--- src/verilog/uawb_defines.vh ---
// Register offsets, bit positions, reset values and counts for the serial port.
`ifndef UAWB_DEFINES_VH
`define UAWB_DEFINES_VH

`define UAWB_OFF_RXSC     4'h0
`define UAWB_OFF_RXDATA   4'h1
`define UAWB_OFF_TXSC     4'h2
`define UAWB_OFF_TXDATA   4'h3
`define UAWB_OFF_BAUDCTL  4'h4
`define UAWB_OFF_DIVHI    4'h5
`define UAWB_OFF_DIVLO    4'h6
`define UAWB_OFF_INTCTL   4'h7

`define UAWB_RX_PORTEN    7
`define UAWB_RX_NINTH     6
`define UAWB_RX_CONT      4
`define UAWB_RX_ADDR      3
`define UAWB_RX_FERR      2
`define UAWB_RX_OERR      1
`define UAWB_RX_BIT9      0

`define UAWB_TX_NINTH     6
`define UAWB_TX_EN        5
`define UAWB_TX_SYNC      4
`define UAWB_TX_BREAK     3
`define UAWB_TX_EMPTY     1
`define UAWB_TX_BIT9      0

`define UAWB_BC_IDLE      6
`define UAWB_BC_WAKE      1

`define UAWB_IC_RXIE      0
`define UAWB_IC_GIE       1
`define UAWB_IC_SLEEP     2
`define UAWB_IC_RXF       4
`define UAWB_IC_TXF       5

`define UAWB_RST_BYTE     8'h00
`define UAWB_RST_TXSC     8'h02
`define UAWB_OVS_LAST     4'hf
`define UAWB_OVS_MID      4'h7
`define UAWB_BRK_BITS     4'hc
`define UAWB_STOP8        4'h9
`define UAWB_STOP9        4'ha
`define UAWB_RESP_OKAY    2'b00
`define UAWB_RESP_SLVERR  2'b10

`endif

--- src/verilog/uawb_sync2.v ---
// Two-stage synchroniser for a level arriving from outside the clock domain.
`timescale 1ns/1ns
module uawb_sync2 #(
  parameter RESET_VAL = 1'b1
) (
  input  wire clk_i,   // system clock
  input  wire rstn_i,  // asynchronous reset, active low
  input  wire d_i,     // asynchronous level
  output reg  q_o      // synchronised level
);
  reg meta;
  always @(posedge clk_i or negedge rstn_i) begin
    if (!rstn_i) begin
      meta <= RESET_VAL;
      q_o  <= RESET_VAL;
    end else begin
      meta <= d_i;
      q_o  <= meta;
    end
  end
endmodule // uawb_sync2

--- src/verilog/uawb_top.v ---
// Serial port with address detect, wake on edge and break transmit.
// How it works
// - Ninth-bit enable makes receiver take nine-bit words.
// - Completed reception sets flag unless address detect drops the word; interrupt needs both enables.
// - Sleep stops the port's clocks and reception.
// - Wake enable holds receiver idle, watching the line.
// - Falling receive line edge is the wake event.
// - Wake event raises the receive flag, even asleep.
// - Reading receive data clears the wake flag.
// - Hardware clears wake enable on next rising edge.
// - Break is start, twelve zeros and stop.
// - Break request with transmit enable sends next buffered byte as break.
// - Break request clears itself after break's stop bit.
// - Shift-register-empty shows break activity like characters.
// - Wake mode flags a break's falling edge, then next byte.
// - Asynchronous frames: start, 8 or 9 bits, stop, LSB first.
`timescale 1ns/1ns
`include "uawb_defines.vh"
module uawb_top (
  input  wire        clk_i,          // system clock, 100 MHz
  input  wire        rstn_i,         // asynchronous reset, active low
  input  wire [31:0] s_axi_awaddr,   // write address
  input  wire        s_axi_awvalid,  // write address valid
  output reg         s_axi_awready,  // write address ready
  input  wire [31:0] s_axi_wdata,    // write data
  input  wire [3:0]  s_axi_wstrb,    // write byte strobes
  input  wire        s_axi_wvalid,   // write data valid
  output reg         s_axi_wready,   // write data ready
  output reg  [1:0]  s_axi_bresp,    // write response
  output reg         s_axi_bvalid,   // write response valid
  input  wire        s_axi_bready,   // write response ready
  input  wire [31:0] s_axi_araddr,   // read address
  input  wire        s_axi_arvalid,  // read address valid
  output reg         s_axi_arready,  // read address ready
  output reg  [31:0] s_axi_rdata,    // read data
  output reg  [1:0]  s_axi_rresp,    // read response
  output reg         s_axi_rvalid,   // read data valid
  input  wire        s_axi_rready,   // read data ready
  input  wire        receive_line_i, // serial receive pin
  output reg         transmit_line_o,// serial transmit pin
  output reg         irq_o           // receive interrupt request
);
  // Registers.
  reg  [7:0]  rxsc;
  reg  [7:0]  rx_data;
  reg  [7:0]  txsc;
  reg  [7:0]  tx_buf;
  reg         tx_buf_bit9;
  reg         tx_buf_full;
  reg         wake_en;
  reg  [7:0]  div_hi;
  reg  [7:0]  div_lo;
  reg  [2:0]  intctl;
  reg         rx_flag;
  // Bus state.
  reg         aw_held;
  reg         w_held;
  reg  [3:0]  aw_idx;
  reg  [31:0] w_data;
  reg  [3:0]  w_strb;
  // Line and baud state.
  wire        rx_s;
  reg         rx_prev;
  reg  [15:0] baud_cnt;
  wire        tick;
  reg  [3:0]  rx_ovs;
  reg  [3:0]  rx_bitn;
  reg  [8:0]  rx_shift;
  reg         rx_busy;
  reg         wake_seen;
  reg  [3:0]  tx_ovs;
  reg  [3:0]  tx_bitn;
  reg  [9:0]  tx_shift;
  reg         tx_busy;
  reg         tx_is_break;

  wire port_en = rxsc[`UAWB_RX_PORTEN] & ~txsc[`UAWB_TX_SYNC];
  // Sleep gates every baud-rate event, the same effect as stopped clocks.
  wire asleep  = intctl[`UAWB_IC_SLEEP];
  wire run     = port_en & ~asleep;
  wire [15:0] divisor = {div_hi, div_lo};
  assign tick  = run & (baud_cnt == divisor);
  wire nine    = rxsc[`UAWB_RX_NINTH];

  uawb_sync2 #(.RESET_VAL(1'b1)) u_rx_sync (
    .clk_i  (clk_i),
    .rstn_i (rstn_i),
    .d_i    (receive_line_i),
    .q_o    (rx_s)
  );

  wire fall = rx_prev & ~rx_s;
  wire rise = ~rx_prev & rx_s;

  // Bus decode: a write fires once address and data are both held.
  wire wr_fire = aw_held & w_held & ~s_axi_bvalid;
  wire wr_ok   = (aw_idx <= `UAWB_OFF_INTCTL) & w_strb[0];
  wire [7:0] wb = w_data[7:0];
  wire rd_fire = s_axi_arvalid & s_axi_arready;
  wire [3:0] ar_idx = s_axi_araddr[5:2];
  wire rd_map  = (s_axi_araddr[31:6] == 26'h0) &
                 (ar_idx <= `UAWB_OFF_INTCTL);
  wire rd_rxdata = rd_fire & rd_map & (ar_idx == `UAWB_OFF_RXDATA);
  wire wr_tx   = wr_fire & wr_ok & (aw_idx == `UAWB_OFF_TXDATA);

  // Receive completion and address filtering.
  wire [3:0] rx_stop = nine ? `UAWB_STOP9 : `UAWB_STOP8;
  // Completion is taken at mid stop bit, so that the stop level is judged.
  wire rx_done  = rx_busy & tick & (rx_ovs == `UAWB_OVS_MID) &
                  (rx_bitn == rx_stop) & ~wake_en;
  wire stop_ok  = rx_s;
  wire word_b9  = nine ? rx_shift[8] : 1'b0;
  wire keep     = ~(rxsc[`UAWB_RX_ADDR] & nine) | word_b9;
  wire rx_load  = rx_done & keep & rxsc[`UAWB_RX_CONT];
  wire wake_evt = wake_en & ~wake_seen & fall;
  wire wake_end = wake_en & wake_seen & rise;

  always @(posedge clk_i or negedge rstn_i) begin
    if (!rstn_i) begin
      rx_prev  <= 1'b1;
      baud_cnt <= 16'h0000;
    end else begin
      rx_prev  <= rx_s;
      baud_cnt <= (tick | ~run) ? 16'h0000 : baud_cnt + 16'h0001;
    end
  end

  // Receiver: 16x oversampled, mid-bit sampling, LSB first.
  always @(posedge clk_i or negedge rstn_i) begin
    if (!rstn_i) begin
      rx_busy  <= 1'b0;
      rx_ovs   <= 4'h0;
      rx_bitn  <= 4'h0;
      rx_shift <= 9'h000;
    end else if (wake_en | ~rxsc[`UAWB_RX_CONT] | ~run) begin
      rx_busy  <= 1'b0;
      rx_ovs   <= 4'h0;
      rx_bitn  <= 4'h0;
    end else if (!rx_busy) begin
      if (fall) begin
        rx_busy <= 1'b1;
        rx_ovs  <= 4'h0;
        rx_bitn <= 4'h0;
      end
    end else if (tick) begin
      rx_ovs <= rx_ovs + 4'h1;
      if (rx_ovs == `UAWB_OVS_MID) begin
        if (rx_bitn == 4'h0 && rx_s) begin
          rx_busy <= 1'b0;
        end else if (rx_bitn == rx_stop) begin
          rx_busy <= 1'b0;
        end else if (rx_bitn != 4'h0) begin
          // Shift in from the top so bit 0 lands in position 0.
          rx_shift <= nine ? {rx_s, rx_shift[8:1]}
                           : {1'b0, rx_s, rx_shift[7:1]};
        end
      end
      if (rx_ovs == `UAWB_OVS_LAST) begin
        rx_bitn <= rx_bitn + 4'h1;
      end
    end
  end

  // Receive flag: hardware set wins over the clearing read.
  always @(posedge clk_i or negedge rstn_i) begin
    if (!rstn_i) begin
      rx_flag   <= 1'b0;
      rx_data   <= `UAWB_RST_BYTE;
      wake_seen <= 1'b0;
      wake_en   <= 1'b0;
    end else begin
      if (rx_load | wake_evt) begin
        rx_flag <= 1'b1;
      end else if (rd_rxdata) begin
        rx_flag <= 1'b0;
      end
      if (rx_load) begin
        rx_data <= rx_shift[7:0];
      end
      if (wake_evt) begin
        wake_seen <= 1'b1;
      end else if (~wake_en) begin
        wake_seen <= 1'b0;
      end
      if (wake_end) begin
        wake_en <= 1'b0;
      end else if (wr_fire & wr_ok & (aw_idx == `UAWB_OFF_BAUDCTL)) begin
        wake_en <= wb[`UAWB_BC_WAKE];
      end
    end
  end

  // Receive status and control; error bits clear while continuous receive is off.
  always @(posedge clk_i or negedge rstn_i) begin
    if (!rstn_i) begin
      rxsc <= `UAWB_RST_BYTE;
    end else begin
      if (wr_fire & wr_ok & (aw_idx == `UAWB_OFF_RXSC)) begin
        rxsc[7:3] <= wb[7:3];
      end
      if (rx_load) begin
        rxsc[`UAWB_RX_BIT9] <= word_b9;
        if (!stop_ok) begin
          rxsc[`UAWB_RX_FERR] <= 1'b1;
        end
        if (rx_flag & ~rd_rxdata) begin
          rxsc[`UAWB_RX_OERR] <= 1'b1;
        end
      end else if (~rxsc[`UAWB_RX_CONT]) begin
        rxsc[`UAWB_RX_FERR] <= 1'b0;
        rxsc[`UAWB_RX_OERR] <= 1'b0;
      end
    end
  end

  // Transmitter: buffer plus shift register; break sends twelve zeros.
  wire tx_en   = txsc[`UAWB_TX_EN];
  wire [3:0] tx_last = tx_is_break ? (`UAWB_BRK_BITS + 4'h1) :
                       (txsc[`UAWB_TX_NINTH] ? `UAWB_STOP9 : `UAWB_STOP8);
  wire tx_bit_end = tx_busy & tick & (tx_ovs == `UAWB_OVS_LAST);
  wire tx_finish  = tx_bit_end & (tx_bitn == tx_last);
  wire tx_start   = tx_buf_full & tx_en & run & (~tx_busy | tx_finish);
  // A break that ends as the queued byte starts must not send it as a break.
  wire brk_done   = tx_finish & tx_is_break;
  wire brk_next   = txsc[`UAWB_TX_BREAK] & ~brk_done;

  always @(posedge clk_i or negedge rstn_i) begin
    if (!rstn_i) begin
      tx_busy         <= 1'b0;
      tx_is_break     <= 1'b0;
      tx_ovs          <= 4'h0;
      tx_bitn         <= 4'h0;
      tx_shift        <= 10'h3ff;
      tx_buf_full     <= 1'b0;
      tx_buf          <= `UAWB_RST_BYTE;
      tx_buf_bit9     <= 1'b0;
      transmit_line_o <= 1'b1;
      txsc            <= `UAWB_RST_TXSC;
    end else begin
      if (wr_fire & wr_ok & (aw_idx == `UAWB_OFF_TXSC)) begin
        txsc <= {wb[7:2], txsc[`UAWB_TX_EMPTY], wb[0]};
      end
      if (wr_tx) begin
        tx_buf      <= wb;
        tx_buf_bit9 <= txsc[`UAWB_TX_BIT9];
        tx_buf_full <= 1'b1;
      end else if (tx_start) begin
        tx_buf_full <= 1'b0;
      end
      if (tx_start) begin
        tx_busy     <= 1'b1;
        tx_ovs      <= 4'h0;
        tx_bitn     <= 4'h0;
        tx_is_break <= brk_next;
        // Break ignores the written value and shifts zeros.
        tx_shift    <= brk_next ? 10'h000 :
                       {tx_buf_bit9, tx_buf, 1'b0};
        transmit_line_o <= 1'b0;
      end else if (tx_finish) begin
        tx_busy         <= 1'b0;
        transmit_line_o <= 1'b1;
      end else if (tx_bit_end) begin
        tx_ovs  <= 4'h0;
        tx_bitn <= tx_bitn + 4'h1;
        tx_shift <= {1'b1, tx_shift[9:1]};
        // The last bit slot is the stop bit.
        transmit_line_o <= ((tx_bitn + 4'h1) == tx_last) ? 1'b1 :
                           (tx_is_break ? 1'b0 : tx_shift[1]);
      end else if (tx_busy & tick) begin
        tx_ovs <= tx_ovs + 4'h1;
      end
      if (brk_done) begin
        txsc[`UAWB_TX_BREAK] <= 1'b0;
      end
      txsc[`UAWB_TX_EMPTY] <= ~(tx_busy | tx_start) |
                              (tx_finish & ~tx_start);
    end
  end

  // Remaining software registers and the interrupt line.
  always @(posedge clk_i or negedge rstn_i) begin
    if (!rstn_i) begin
      div_hi <= `UAWB_RST_BYTE;
      div_lo <= `UAWB_RST_BYTE;
      intctl <= 3'h0;
      irq_o  <= 1'b0;
    end else begin
      if (wr_fire & wr_ok & (aw_idx == `UAWB_OFF_DIVHI)) begin
        div_hi <= wb;
      end
      if (wr_fire & wr_ok & (aw_idx == `UAWB_OFF_DIVLO)) begin
        div_lo <= wb;
      end
      if (wr_fire & wr_ok & (aw_idx == `UAWB_OFF_INTCTL)) begin
        intctl <= wb[2:0];
      end
      irq_o <= rx_flag & intctl[`UAWB_IC_RXIE] & intctl[`UAWB_IC_GIE];
    end
  end

  // AXI4-Lite write channel: address and data accepted in either order.
  always @(posedge clk_i or negedge rstn_i) begin
    if (!rstn_i) begin
      aw_held       <= 1'b0;
      w_held        <= 1'b0;
      aw_idx        <= 4'h0;
      w_data        <= 32'h0000_0000;
      w_strb        <= 4'h0;
      s_axi_awready <= 1'b1;
      s_axi_wready  <= 1'b1;
      s_axi_bvalid  <= 1'b0;
      s_axi_bresp   <= `UAWB_RESP_OKAY;
    end else begin
      if (s_axi_awvalid & s_axi_awready) begin
        aw_held       <= 1'b1;
        aw_idx        <= (s_axi_awaddr[31:6] == 26'h0) ?
                         s_axi_awaddr[5:2] : 4'hf;
        s_axi_awready <= 1'b0;
      end
      if (s_axi_wvalid & s_axi_wready) begin
        w_held       <= 1'b1;
        w_data       <= s_axi_wdata;
        w_strb       <= s_axi_wstrb;
        s_axi_wready <= 1'b0;
      end
      if (wr_fire) begin
        s_axi_bvalid <= 1'b1;
        s_axi_bresp  <= (aw_idx <= `UAWB_OFF_INTCTL) ?
                        `UAWB_RESP_OKAY : `UAWB_RESP_SLVERR;
      end else if (s_axi_bvalid & s_axi_bready) begin
        s_axi_bvalid  <= 1'b0;
        aw_held       <= 1'b0;
        w_held        <= 1'b0;
        s_axi_awready <= 1'b1;
        s_axi_wready  <= 1'b1;
      end
    end
  end

  // AXI4-Lite read channel.
  reg [7:0] rd_byte;
  always @* begin
    case (ar_idx)
      `UAWB_OFF_RXSC:    rd_byte = rxsc;
      `UAWB_OFF_RXDATA:  rd_byte = rx_data;
      `UAWB_OFF_TXSC:    rd_byte = txsc;
      `UAWB_OFF_TXDATA:  rd_byte = tx_buf;
      `UAWB_OFF_BAUDCTL: rd_byte = {1'b0, ~rx_busy, 4'h0, wake_en, 1'b0};
      `UAWB_OFF_DIVHI:   rd_byte = div_hi;
      `UAWB_OFF_DIVLO:   rd_byte = div_lo;
      `UAWB_OFF_INTCTL:  rd_byte = {2'b00, ~tx_buf_full, rx_flag, 1'b0,
                                    intctl};
      default:           rd_byte = `UAWB_RST_BYTE;
    endcase
  end

  always @(posedge clk_i or negedge rstn_i) begin
    if (!rstn_i) begin
      s_axi_arready <= 1'b1;
      s_axi_rvalid  <= 1'b0;
      s_axi_rdata   <= 32'h0000_0000;
      s_axi_rresp   <= `UAWB_RESP_OKAY;
    end else if (rd_fire) begin
      s_axi_arready <= 1'b0;
      s_axi_rvalid  <= 1'b1;
      s_axi_rdata   <= rd_map ? {24'h000000, rd_byte} : 32'h0000_0000;
      s_axi_rresp   <= rd_map ? `UAWB_RESP_OKAY : `UAWB_RESP_SLVERR;
    end else if (s_axi_rvalid & s_axi_rready) begin
      s_axi_rvalid  <= 1'b0;
      s_axi_arready <= 1'b1;
    end
  end
endmodule // uawb_top

--- config.mk ---
export PLATFORM = sky130hd
export DESIGN_NAME = uawb_top
export DESIGN_NICKNAME = d
export VERILOG_FILES = /design/src/verilog/uawb_sync2.v /design/src/verilog/uawb_top.v
export VERILOG_INCLUDE_DIRS = /design/src /design/src/verilog
export SDC_FILE = /design/constraint.sdc
export NUM_CORES = 1
export LEC_CHECK = 0
export ABC_AREA = 0
export BUFFER_PORTS_ARGS = -buffer_cell sky130_fd_sc_hd__buf_4
export CAP_MARGIN = 20
export CORE_ASPECT_RATIO = 1.4
export CORE_UTILIZATION = 45
export CTS_BUF_LIST = sky130_fd_sc_hd__clkbuf_16
export DETAILED_ROUTE_END_ITERATION = 8
export PLACE_DENSITY = 0.7
export SLEW_MARGIN = 25
export SYNTH_ARGS = -nofsm -noshare
export SYNTH_HDL_FRONTEND = slang
export SYNTH_SLANG_ARGS = --single-unit
--- constraint.sdc ---
create_clock -name clk_i -period 3.2 [get_ports clk_i]
set_input_delay 0.32 -clock clk_i [delete_from_list [all_inputs] [get_ports clk_i]]
set_output_delay 0.32 -clock clk_i [all_outputs]
set_load 0.1 [all_outputs]
==> results of run 1 <==
final cells by class:
class	count	share of cell area, %
flip-flops and latches	144	41.7
multi-input cells	455	38.9
repair buffers	101	8.97
clock buffers	17	4.90
well taps	196	2.82
clock inverters	15	2.16
inverters	13	0.562
synth_stat cells (3+ instances only):
master,count
a21o_1,4
a21oi_1,15
a221oi_1,11
a22o_1,11
a22oi_1,7
a2bb2oi_1,8
a311oi_1,3
a31oi_1,5
a41oi_1,3
and2_1,7
and3_1,12
buf_2,3
buf_4,26
clkbuf_1,12
dfrtp_1,127
dfstp_2,17
ha_1,6
inv_1,13
mux2_2,70
mux2i_1,12
nand2_1,37
nand2b_1,4
nand3_1,20
nand3b_1,7
nand4_1,9
nor2_1,42
nor2b_1,8
nor3_1,6
nor3b_1,7
nor4_1,12
nor4_2,5
o211ai_1,3
o21ai_0,13
o22a_1,4
o31ai_1,4
or3_1,3
xnor2_1,10
xor2_1,26
critical path, delay by kind of cell (launching register included):
| family | cells | cell delay (ns) |
|---|---|---|
| compound gates | 2 | 0.80 |
| simple gates | 3 | 0.98 |
| flops | 1 | 0.46 |
| xor+xnor | 1 | 0.20 |
power by group:
group	switching, uW	leakage, uW	internal [uW]
registers	185	0.00190	1950
logic	542	0.00183	252
clock network	854	0.000301	1190
total	1580	0.00403	3400
per-stage QoR:
step	setup WS, ns	instance area (sq um)	util, %	hold WS, ns	std cells
floorplan	0.728	7320	-	0.0244	656
global placement	0.719	8050	51.3	0.283	907
detailed placement	0.675	8050	51.3	0.287	907
CTS	0.648	8680	55.4	0.0341	941
global route	0.482	8690	55.4	0.0470	941
finish	0.652	8690	55.4	0.0416	941
cell families (layout without fill, tap and decap cells):
kind of cell | Yosys count | count (layout) | synth area share (%)
and+or+nand+nor | 198 | 198 | 15.6
DFF | 144 | 144 | 50.1
AOI/OAI and AO/OA | 104 | 104 | 10.9
muxes | 85 | 85 | 13.3
buffers and inverters | 57 | 146 | 4.57
xor gates and xnor gates | 36 | 36 | 4.36
adders and majority gates | 6 | 6 | 1.04
other | 1 | 26 | 0.0519
sequential cells by signal (all words and copies together), names as in the netlist, 8 cells and up:
signal	flops
w_data	8
txsc	8
s_axi_rdata	8
rxsc	8
baud_cnt	16
rx_shift	9
tx_buf	8
tx_shift	9
div_lo	8
rx_data	8
div_hi	8
metal layers:
| metal | up-vias | track usage, % |
|---|---|---|
| met5 | - | 0 |
| met3 | 22 | 3.99 |
| met1 | 2629 | 25.1 |
| li1 | 2480 | - |
| met4 | 0 | 7.08 |
| met2 | 165 | 39.4 |
final timing paths:
path	from	endpoint	slack, ns	cells past startpoint
max reg2reg	baud_cnt[8]$_DFF_PN0_	tx_shift[2]$_DFFE_PN1P_	0.65	6
min in group asynchronous	rstn_i	rx_bitn[3]$_DFFE_PN0P_	0.40	2
max in group asynchronous	rstn_i	txsc[1]$_DFF_PN1_	1.91	3
min	s_axi_awvalid	s_axi_awready$_DFF_PN1_	0.04	2
min reg2reg	u_rx_sync.meta$_DFF_PN1_	u_rx_sync.q_o$_DFF_PN1_	0.36	0
max	baud_cnt[8]$_DFF_PN0_	tx_shift[2]$_DFFE_PN1P_	0.65	6
==> reports/results.tsv, run 1 <==
metric	value	unit
status	completed	
rsz0062_at_grt	no	
max_stage_delay	0.57	ns
synth_largest_area_cell	dfrtp_1	
yosysWarnings	0	
antenna_left	0	
crit_arrival	2.89	ns
ctsResizeCount	0	
io_pins	151	
fin_worst_skew	0.0148	ns
grt_pass1_vias	5481	
crit_type	reg -> reg	
die_w	109	microns
gp_routability_congestion	0.852	
final_common_cell	dfrtp_1	
synthCells	631	
nets	846	
endpoint_kind	flop	
dr_wl_met2	9.40	mm
routed_wl	17.0	mm
syn_to_final_growth	20.1	%
synth_cell_type_count	71	
n_antenna_cell	0	
tritoncts	yes	
finalHoldViolations	0	
synth_seq_cells	144	
power_density	573	mW/mm^2
grt-ovfl-total	0	
syn_avg_cell_area	11.5	sq um
cts.sinks	144	
cp-start-kind	flop	
worstPathCellList	xor2_1, nor4_2, and4_4, nand2_2, a21oi_1, a2bb2oi_1	
grt_start_max_net_pins	97	
dp_hpwl	12.5	mm
avgViaCountPerCell	5.63	
synthTopCellsByArea	dfrtp_1, mux2_2, dfstp_2	
cts_buffers	17	
postCtsSetupRepairBufs	0	
htreeDepth	4	
wl_per_cell	18.0	microns
core-area	0.0157	sq mm
cts_root_buf	clkbuf_16	
portBuffers	93	
clkTransAtPathRegs	0.07	ns
slowest_stage	a21oi_1	
grt_pass1_wl	27.7	mm
synth_top_cell_area_share	44.0	%
die_y	152	microns
tightest_slew	0.786	ns
drcViolationCount	0	
drt-met1-wl	6.63	mm
synth_edf_count	0	
worst-endpoint-required	3.54	ns
async_reset_ff_share	100	%
yosysSeqAreaShare	50.1	%
vdd_drop_max	0.378	mV
rows	54	
slew_headroom	47.4	%
tns	0	ns
grt_usage	21.7	%
min_path_type	in -> reg	
syn-cell-area	0.00723	sq mm
power.total	4980	uW
layout_min_cycle_time	2.55	ns
hold_buffers	2	
finalSetupViolations	0	
path_max_fanout	15	
max-cap-violations	0	
top_layer	met4	
start_util	46.1	%
final_cell_mix	dfrtp_1, buf_4, mux2_2	
design.die.area	0.0166	sq mm
num_vias	5296	
antenna_found_initial	0	
cts.path.max_buffers	2	
seq_area	0.00362	sq mm
wl_met3	637	microns
first_pass_iters	4	
fill_cells	1332	
fmax	392	MHz
drive_gt1_share	32.2	%
leakage	0.00403	uW
yosys_most_used_dff	dfrtp_1	
fin_crit_sh	79.6	%
clk_latency	0.42	ns
maxSlewViolCount	0	
drt_iter0_markers	244	
multi_input_area	0.00337	sq mm
Power figures use the tool's default switching activity.
==> run 2: changes to the inputs <==
==> constraint.sdc (replaced) <==
create_clock -name clk_i -period 2.35 [get_ports clk_i]
set_input_delay 0.235 -clock clk_i [delete_from_list [all_inputs] [get_ports clk_i]]
set_output_delay 0.235 -clock clk_i [all_outputs]
set_load 0.1 [all_outputs]
==> run 2 against run 1 <==
  * Clock skew down 0.0062 ns
  * Clock power grew 45%
  * Worst setup slack got worse by 0.57 ns
  * Cell count increased by 4.1%
  * Via count grew 3.9%
  * First-iteration DRC count shrank 10%
  * Core utilization is 3.1 points higher
  * Register-to-register slack worse by 0.57 ns
  * Worst hold slack got worse by 0.017 ns
  * Global-route usage grew 0.72 points
  * Fmax grew 12%
  * Sequential share of layout area down 2.2 points
==> reports/results.tsv, run 2 (same netlist as run 1, synthesis figures left out) <==
metric	value	unit	change
num_vias	5503		was 5296
grt_usage	22.4	%	was 21.7%
cts_buffers	17		unchanged
fmax	440	MHz	was 392 MHz
status	completed		unchanged
grt_pass1_wl	28.3	mm	was 27.7 mm
swShare	29.7	%	was 31.8%
gp_routability_congestion	0.828		was 0.852
layout_min_cycle_time	2.27	ns	was 2.55 ns
final_cell_mix	dfrtp_1, buf_4, mux2_2		unchanged
finalSetupViolations	0		unchanged
first_pass_iters	4		unchanged
top_regs	baud_cnt x16, rx_shift x9, tx_shift x9		unchanged
worst-endpoint-required	2.68	ns	was 3.54 ns
tritoncts	yes		unchanged
drcViolationCount	0		unchanged
io_pins	151		unchanged
start_util	46.1	%	unchanged
finalHoldViolations	0		unchanged
grt_pass1_vias	5707		was 5481
dp_hpwl	13.2	mm	was 12.5 mm
portBuffers	93		unchanged
cts.sinks	144		unchanged
p_clk_share	41.9	%	was 41.1%
cp-start-kind	flop		unchanged
design.die.area	0.0166	sq mm	unchanged
regMostFlops	baud_cnt		unchanged
grt-ovfl-total	0		unchanged
maxSlewViolCount	0		unchanged
cts_root_buf	clkbuf_16		unchanged
antenna_found_initial	0		unchanged
clkTransAtPathRegs	0.06	ns	was 0.07 ns
max-cap-violations	0		unchanged
min_path_type	in -> reg		unchanged
setup_slack	0.0778	ns	was 0.652 ns
rsz0062_at_grt	yes		was no
clk_latency	0.42	ns	about the same
crit_arrival	2.60	ns	was 2.89 ns
drt_iter0_markers	219		was 244
p_seq_share	41.0	%	was 43.0%
avgViaCountPerCell	5.62		was 5.63
core-area	0.0157	sq mm	unchanged
power.total	7090	uW	was 4980 uW
leakage	0.00429	uW	was 0.00403 uW
tightest_slew	0.632	ns	was 0.786 ns
die_w	109	microns	unchanged
vdd_drop_max	0.593	mV	was 0.378 mV
slew_headroom	57.8	%	was 47.4%
cts.path.max_buffers	2		unchanged
fin_crit_sh	96.7	%	was 79.6%
routed_wl	17.7	mm	was 17.0 mm
htreeDepth	4		unchanged
largest_reg_flops	16		unchanged
power_frac_comb	17.1	%	was 16.0%
p_switching	2100	uW	was 1580 uW
fin_worst_skew	0.00855	ns	was 0.0148 ns
wl_per_cell	18.0	microns	about the same
crit_type	reg -> reg		unchanged
grt_start_max_net_pins	68		was 97
power_density	773	mW/mm^2	was 573 mW/mm^2
drive_gt1_share	36.0	%	was 32.2%
n_antenna_cell	0		unchanged
rows	54		unchanged
antenna_left	0		unchanged
syn_to_final_growth	26.9	%	was 20.1%
p_int	4990	uW	was 3400 uW
path_max_fanout	12		was 15
endpoint_kind	flop		unchanged
die_y	152	microns	unchanged
dp_worst_setup_slack	-0.0459	ns	was 0.675 ns
nets	885		was 846
==> run 2: worst max-delay path, stage by stage (launching register included) <==
cell,delay [ns]
dfrtp_1,0.41
xor2_1,0.18
nor4_2,0.36
and4_4,0.35
buf_8,0.15
a31oi_1,0.08
buf_4,0.19
a221oi_1,0.34
a2bb2oi_2,0.12
==> run 2: power by group through the flow <==
stage	combinational, uW	clock, uW	sequential, uW
3_3_place_gp	1120	0	2940
6_report	1210	2970	2910
2_1_floorplan	580	0	3070
3_5_place_dp	1150	0	2950
4_1_cts	1170	3020	2910
5_1_grt	1290	3150	2930
==> run 2: final cells by class <==
type,count,area (sq um)
Clock buffer,17,425
Clock inverter,15,230
Fill cell,1266,6500
Inverter,13,48.8
Multi-Input combinational cell,455,3470
Sequential cell,144,3630
Tap cell,196,245
Timing Repair Buffer,140,1130
==> run 2: path summary, 6_finish.rpt <==
check | from | endpoint | slack [ns] | cells after the start
max | div_hi[5]$_DFFE_PN0P_ | tx_shift[4]$_DFFE_PN1P_ | 0.08 | 8
min | s_axi_awaddr[5] | aw_idx[3]$_DFFE_PN0P_ | 0.02 | 2
max reg2reg | div_hi[5]$_DFFE_PN0P_ | tx_shift[4]$_DFFE_PN1P_ | 0.08 | 8
min reg2reg | u_rx_sync.meta$_DFF_PN1_ | u_rx_sync.q_o$_DFF_PN1_ | 0.36 | 0
max in group asynchronous | rstn_i | s_axi_arready$_DFFE_PN1P_ | 1.26 | 3
min in group asynchronous | rstn_i | rx_bitn[1]$_DFFE_PN0P_ | 0.38 | 2
==> run 2: routing by layer <==
layer,GRT usage (%),vias up,share of wire (%)
li1,-,2556,-
met1,24.2,2701,38
met2,40.4,202,54
met3,4.29,44,4.5
met4,11.6,0,3.9
met5,0,-,0
==> run 2: through the flow <==
stage | hold WS (ns) | util, % | area [sq um] | std cells | setup TNS [ns]
final | 0.0246 | 58.5 | 9170 | 980 | 0
after global routing | 0.0149 | 58.5 | 9170 | 980 | -0.134
after CTS | 0.00947 | 57.6 | 9030 | 974 | 0
after global placement | 0.269 | 52.9 | 8290 | 935 | 0
after detailed placement | 0.278 | 52.9 | 8290 | 935 | -0.172
after floorplan | -0.0606 | - | 7340 | 656 | 0
==> run 2: repair_timing <==
action	in CTS	in global routing
gates cloned	0	1
hold buffers	6	0
hold endpoints to repair	55	0
resized for setup	4	20
setup endpoints to repair	10	18
pin swaps	2	6
setup buffers	1	5
==> run 3: changes to the inputs <==
--- a/config.mk
+++ b/config.mk
@@ -11,7 +11,6 @@
 export CAP_MARGIN = 20
 export CORE_ASPECT_RATIO = 1.4
 export CORE_UTILIZATION = 45
-export CTS_BUF_LIST = sky130_fd_sc_hd__clkbuf_16
 export DETAILED_ROUTE_END_ITERATION = 8
 export PLACE_DENSITY = 0.7
 export SLEW_MARGIN = 25
==> run 3 against run 2 <==
  * Via count rose by 0.15%
  * Critical path depth is the same
  * Combinational power about the same
  * Register-to-register slack about the same
  * Clock power hardly changed
  * Worst setup slack better by 0.0017 ns
  * Count of clock-buffer cells in the layout is 1 higher
  * Sequential share of layout area unchanged
  * Core utilization is the same
  * Global-route usage barely moved
  * Flip-flop and latch count did not move
  * Highest routed layer unchanged
==> reports/results.tsv, run 3 (same netlist as run 1, synthesis figures left out) <==
metric	value	unit	change
status	completed		unchanged
dp_hpwl	13.2	mm	unchanged
crit_arrival	2.61	ns	was 2.60 ns
first_pass_iters	5		was 4
rsz0062_at_grt	yes		unchanged
min_path_type	in -> reg		unchanged
final_area	0.00917	sq mm	unchanged
crit_buf_inv	2		unchanged
power.total	7100	uW	was 7090 uW
max-cap-violations	0		unchanged
htreeDepth	4		unchanged
rows	54		unchanged
wl_per_cell	18.0	microns	about the same
antenna_found_initial	0		unchanged
routed_wl	17.7	mm	about the same
drcViolationCount	0		unchanged
worstPathCellList	xor2_1, nor4_2, buf_4, nand4_4, o41ai_4, buf_6, nand3_1, a2bb2oi_2		was xor2_1, nor4_2, and4_4, buf_8, a31oi_1, buf_4, a221oi_1, a2bb2oi_2
setup_slack	0.0795	ns	was 0.0778 ns
design.die.area	0.0166	sq mm	unchanged
cts.sinks	144		unchanged
largest_reg_flops	16		unchanged
whs	0.0235	ns	was 0.0246 ns
layout_min_cycle_time	2.27	ns	about the same
antenna_left	0		unchanged
fmax	440	MHz	about the same
gp_routability_congestion	0.828		unchanged
top_regs	baud_cnt x16, rx_shift x9, tx_shift x9		unchanged
io_pins	151		unchanged
power_density	774	mW/mm^2	was 773 mW/mm^2
path_max_fanout	10		was 12
finalHoldViolations	0		unchanged
power_frac_comb	17.1	%	about the same
cts_root_buf	clkbuf_16		unchanged
avgViaCountPerCell	5.62		about the same
maxSlewViolCount	0		unchanged
vdd_drop_max	0.594	mV	was 0.593 mV
cts.path.max_buffers	2		unchanged
syn_to_final_growth	26.9	%	unchanged
slew_headroom	57.5	%	was 57.8%
tightest_slew	0.631	ns	was 0.632 ns
die_y	152	microns	unchanged
fin_worst_skew	0.00775	ns	was 0.00855 ns
tritoncts	yes		unchanged
slowest_stage	dfrtp_1		unchanged
fin_crit_sh	96.6	%	was 96.7%
cp-start-kind	flop		unchanged
p_int	5000	uW	was 4990 uW
clk_latency	0.42	ns	about the same
drive_gt1_share	36.0	%	unchanged
worst-endpoint-required	2.69	ns	was 2.68 ns
final_cell_mix	dfrtp_1, buf_4, mux2_2		unchanged
grt_start_max_net_pins	68		unchanged
nets	885		unchanged
core-area	0.0157	sq mm	unchanged
grt-ovfl-total	0		unchanged
num_vias	5511		was 5503
grt_pass1_vias	5706		was 5707
p_switching	2110	uW	was 2100 uW
n_antenna_cell	0		unchanged
grt_pass1_wl	28.2	mm	was 28.3 mm
grt_usage	22.4	%	about the same
drt_iter0_markers	232		was 219
postPlaceCellArea	0.00829	sq mm	unchanged
cts_buffers	17		unchanged
regMostFlops	baud_cnt		unchanged
p_clk_share	42.0	%	was 41.9%
dp_worst_setup_slack	-0.0459	ns	unchanged
start_util	46.1	%	unchanged
clkTransAtPathRegs	0.06	ns	about the same
die_w	109	microns	unchanged
portBuffers	93		unchanged
p_seq_share	41.0	%	about the same
finalSetupViolations	0		unchanged
tns	0	ns	unchanged
endpoint_kind	flop		unchanged
fill_cells	1266		unchanged
crit_type	reg -> reg		unchanged
max_stage_delay	0.41	ns	about the same
critPathTopFamily	simple AND/OR/NAND/NOR gates		unchanged
swShare	29.7	%	about the same
leakage	0.00428	uW	was 0.00429 uW
-- run 3: changes by cell type in the layout (fill, tap and decap cells not counted) --
cell,previous run,this run
clkbuf_1,0,1
inv_1,14,13
-- run 3: area by class of cell --
class                   instances  area (sq um)  area share, %
clock inverters                14           226           2.47
multi-input cells             455          3470           37.8
repair buffers                140          1130           12.3
flip-flops and latches        144          3630           39.5
inverters                      13          48.8          0.532
clock buffers                  18           429           4.68
well taps                     196           245           2.67
-- run 3: final timing paths --
kind / slack [ns] / endpoint / startpoint / depth (start not counted)
max: 0.08 / tx_shift[4]$_DFFE_PN1P_ / div_hi[4]$_DFFE_PN0P_ / 8
min: 0.02 / aw_idx[3]$_DFFE_PN0P_ / s_axi_awaddr[5] / 2
max reg2reg: 0.08 / tx_shift[4]$_DFFE_PN1P_ / div_hi[4]$_DFFE_PN0P_ / 8
min reg2reg: 0.36 / u_rx_sync.q_o$_DFF_PN1_ / u_rx_sync.meta$_DFF_PN1_ / 0
max in group asynchronous: 1.25 / s_axi_arready$_DFFE_PN1P_ / rstn_i / 3
min in group asynchronous: 0.37 / rx_bitn[1]$_DFFE_PN0P_ / rstn_i / 2
-- run 3: stage by stage --
stage	cells	util (%)
2_1_floorplan	656	-
3_5_place_dp	935	52.9
3_3_place_gp	935	52.9
5_1_grt	980	58.5
6_report	980	58.5
4_1_cts	974	57.6
-- run 3: worst register-to-register path: stages, from the launching register on --
cell       delay [ns]
dfrtp_1          0.41
xor2_1           0.18
nor4_2           0.36
buf_4            0.19
nand4_4          0.16
o41ai_4          0.39
buf_6            0.18
nand3_1          0.12
a2bb2oi_2        0.21
-- run 3: power by group through the flow --
stage | Combinational, uW | Sequential [uW] | Clock (uW)
finish | 1210 | 2910 | 2980
global route | 1290 | 2930 | 3150
CTS | 1170 | 2910 | 3030
global placement | 1120 | 2940 | 0
floorplan | 580 | 3070 | 0
detailed placement | 1150 | 2950 | 0
-- run 3: per-layer routing --
metal / up-vias / wire length (microns) / track usage [%]
met3: 44 / 786 / 4.29
met4: 0 / 692 / 11.6
met1: 2707 / 6660 / 24.2
met2: 205 / 9540 / 40.4
li1: 2555 / - / -
met5: - / 0 / 0
-- run 3: repair_timing --
item,in CTS,in global routing
hold endpoints to repair,55,0
pin swaps,2,6
endpoints found under the setup margin,10,18
gates resized for setup,4,20
gates cloned,0,1
hold buffers,6,0
buffers inserted,1,5
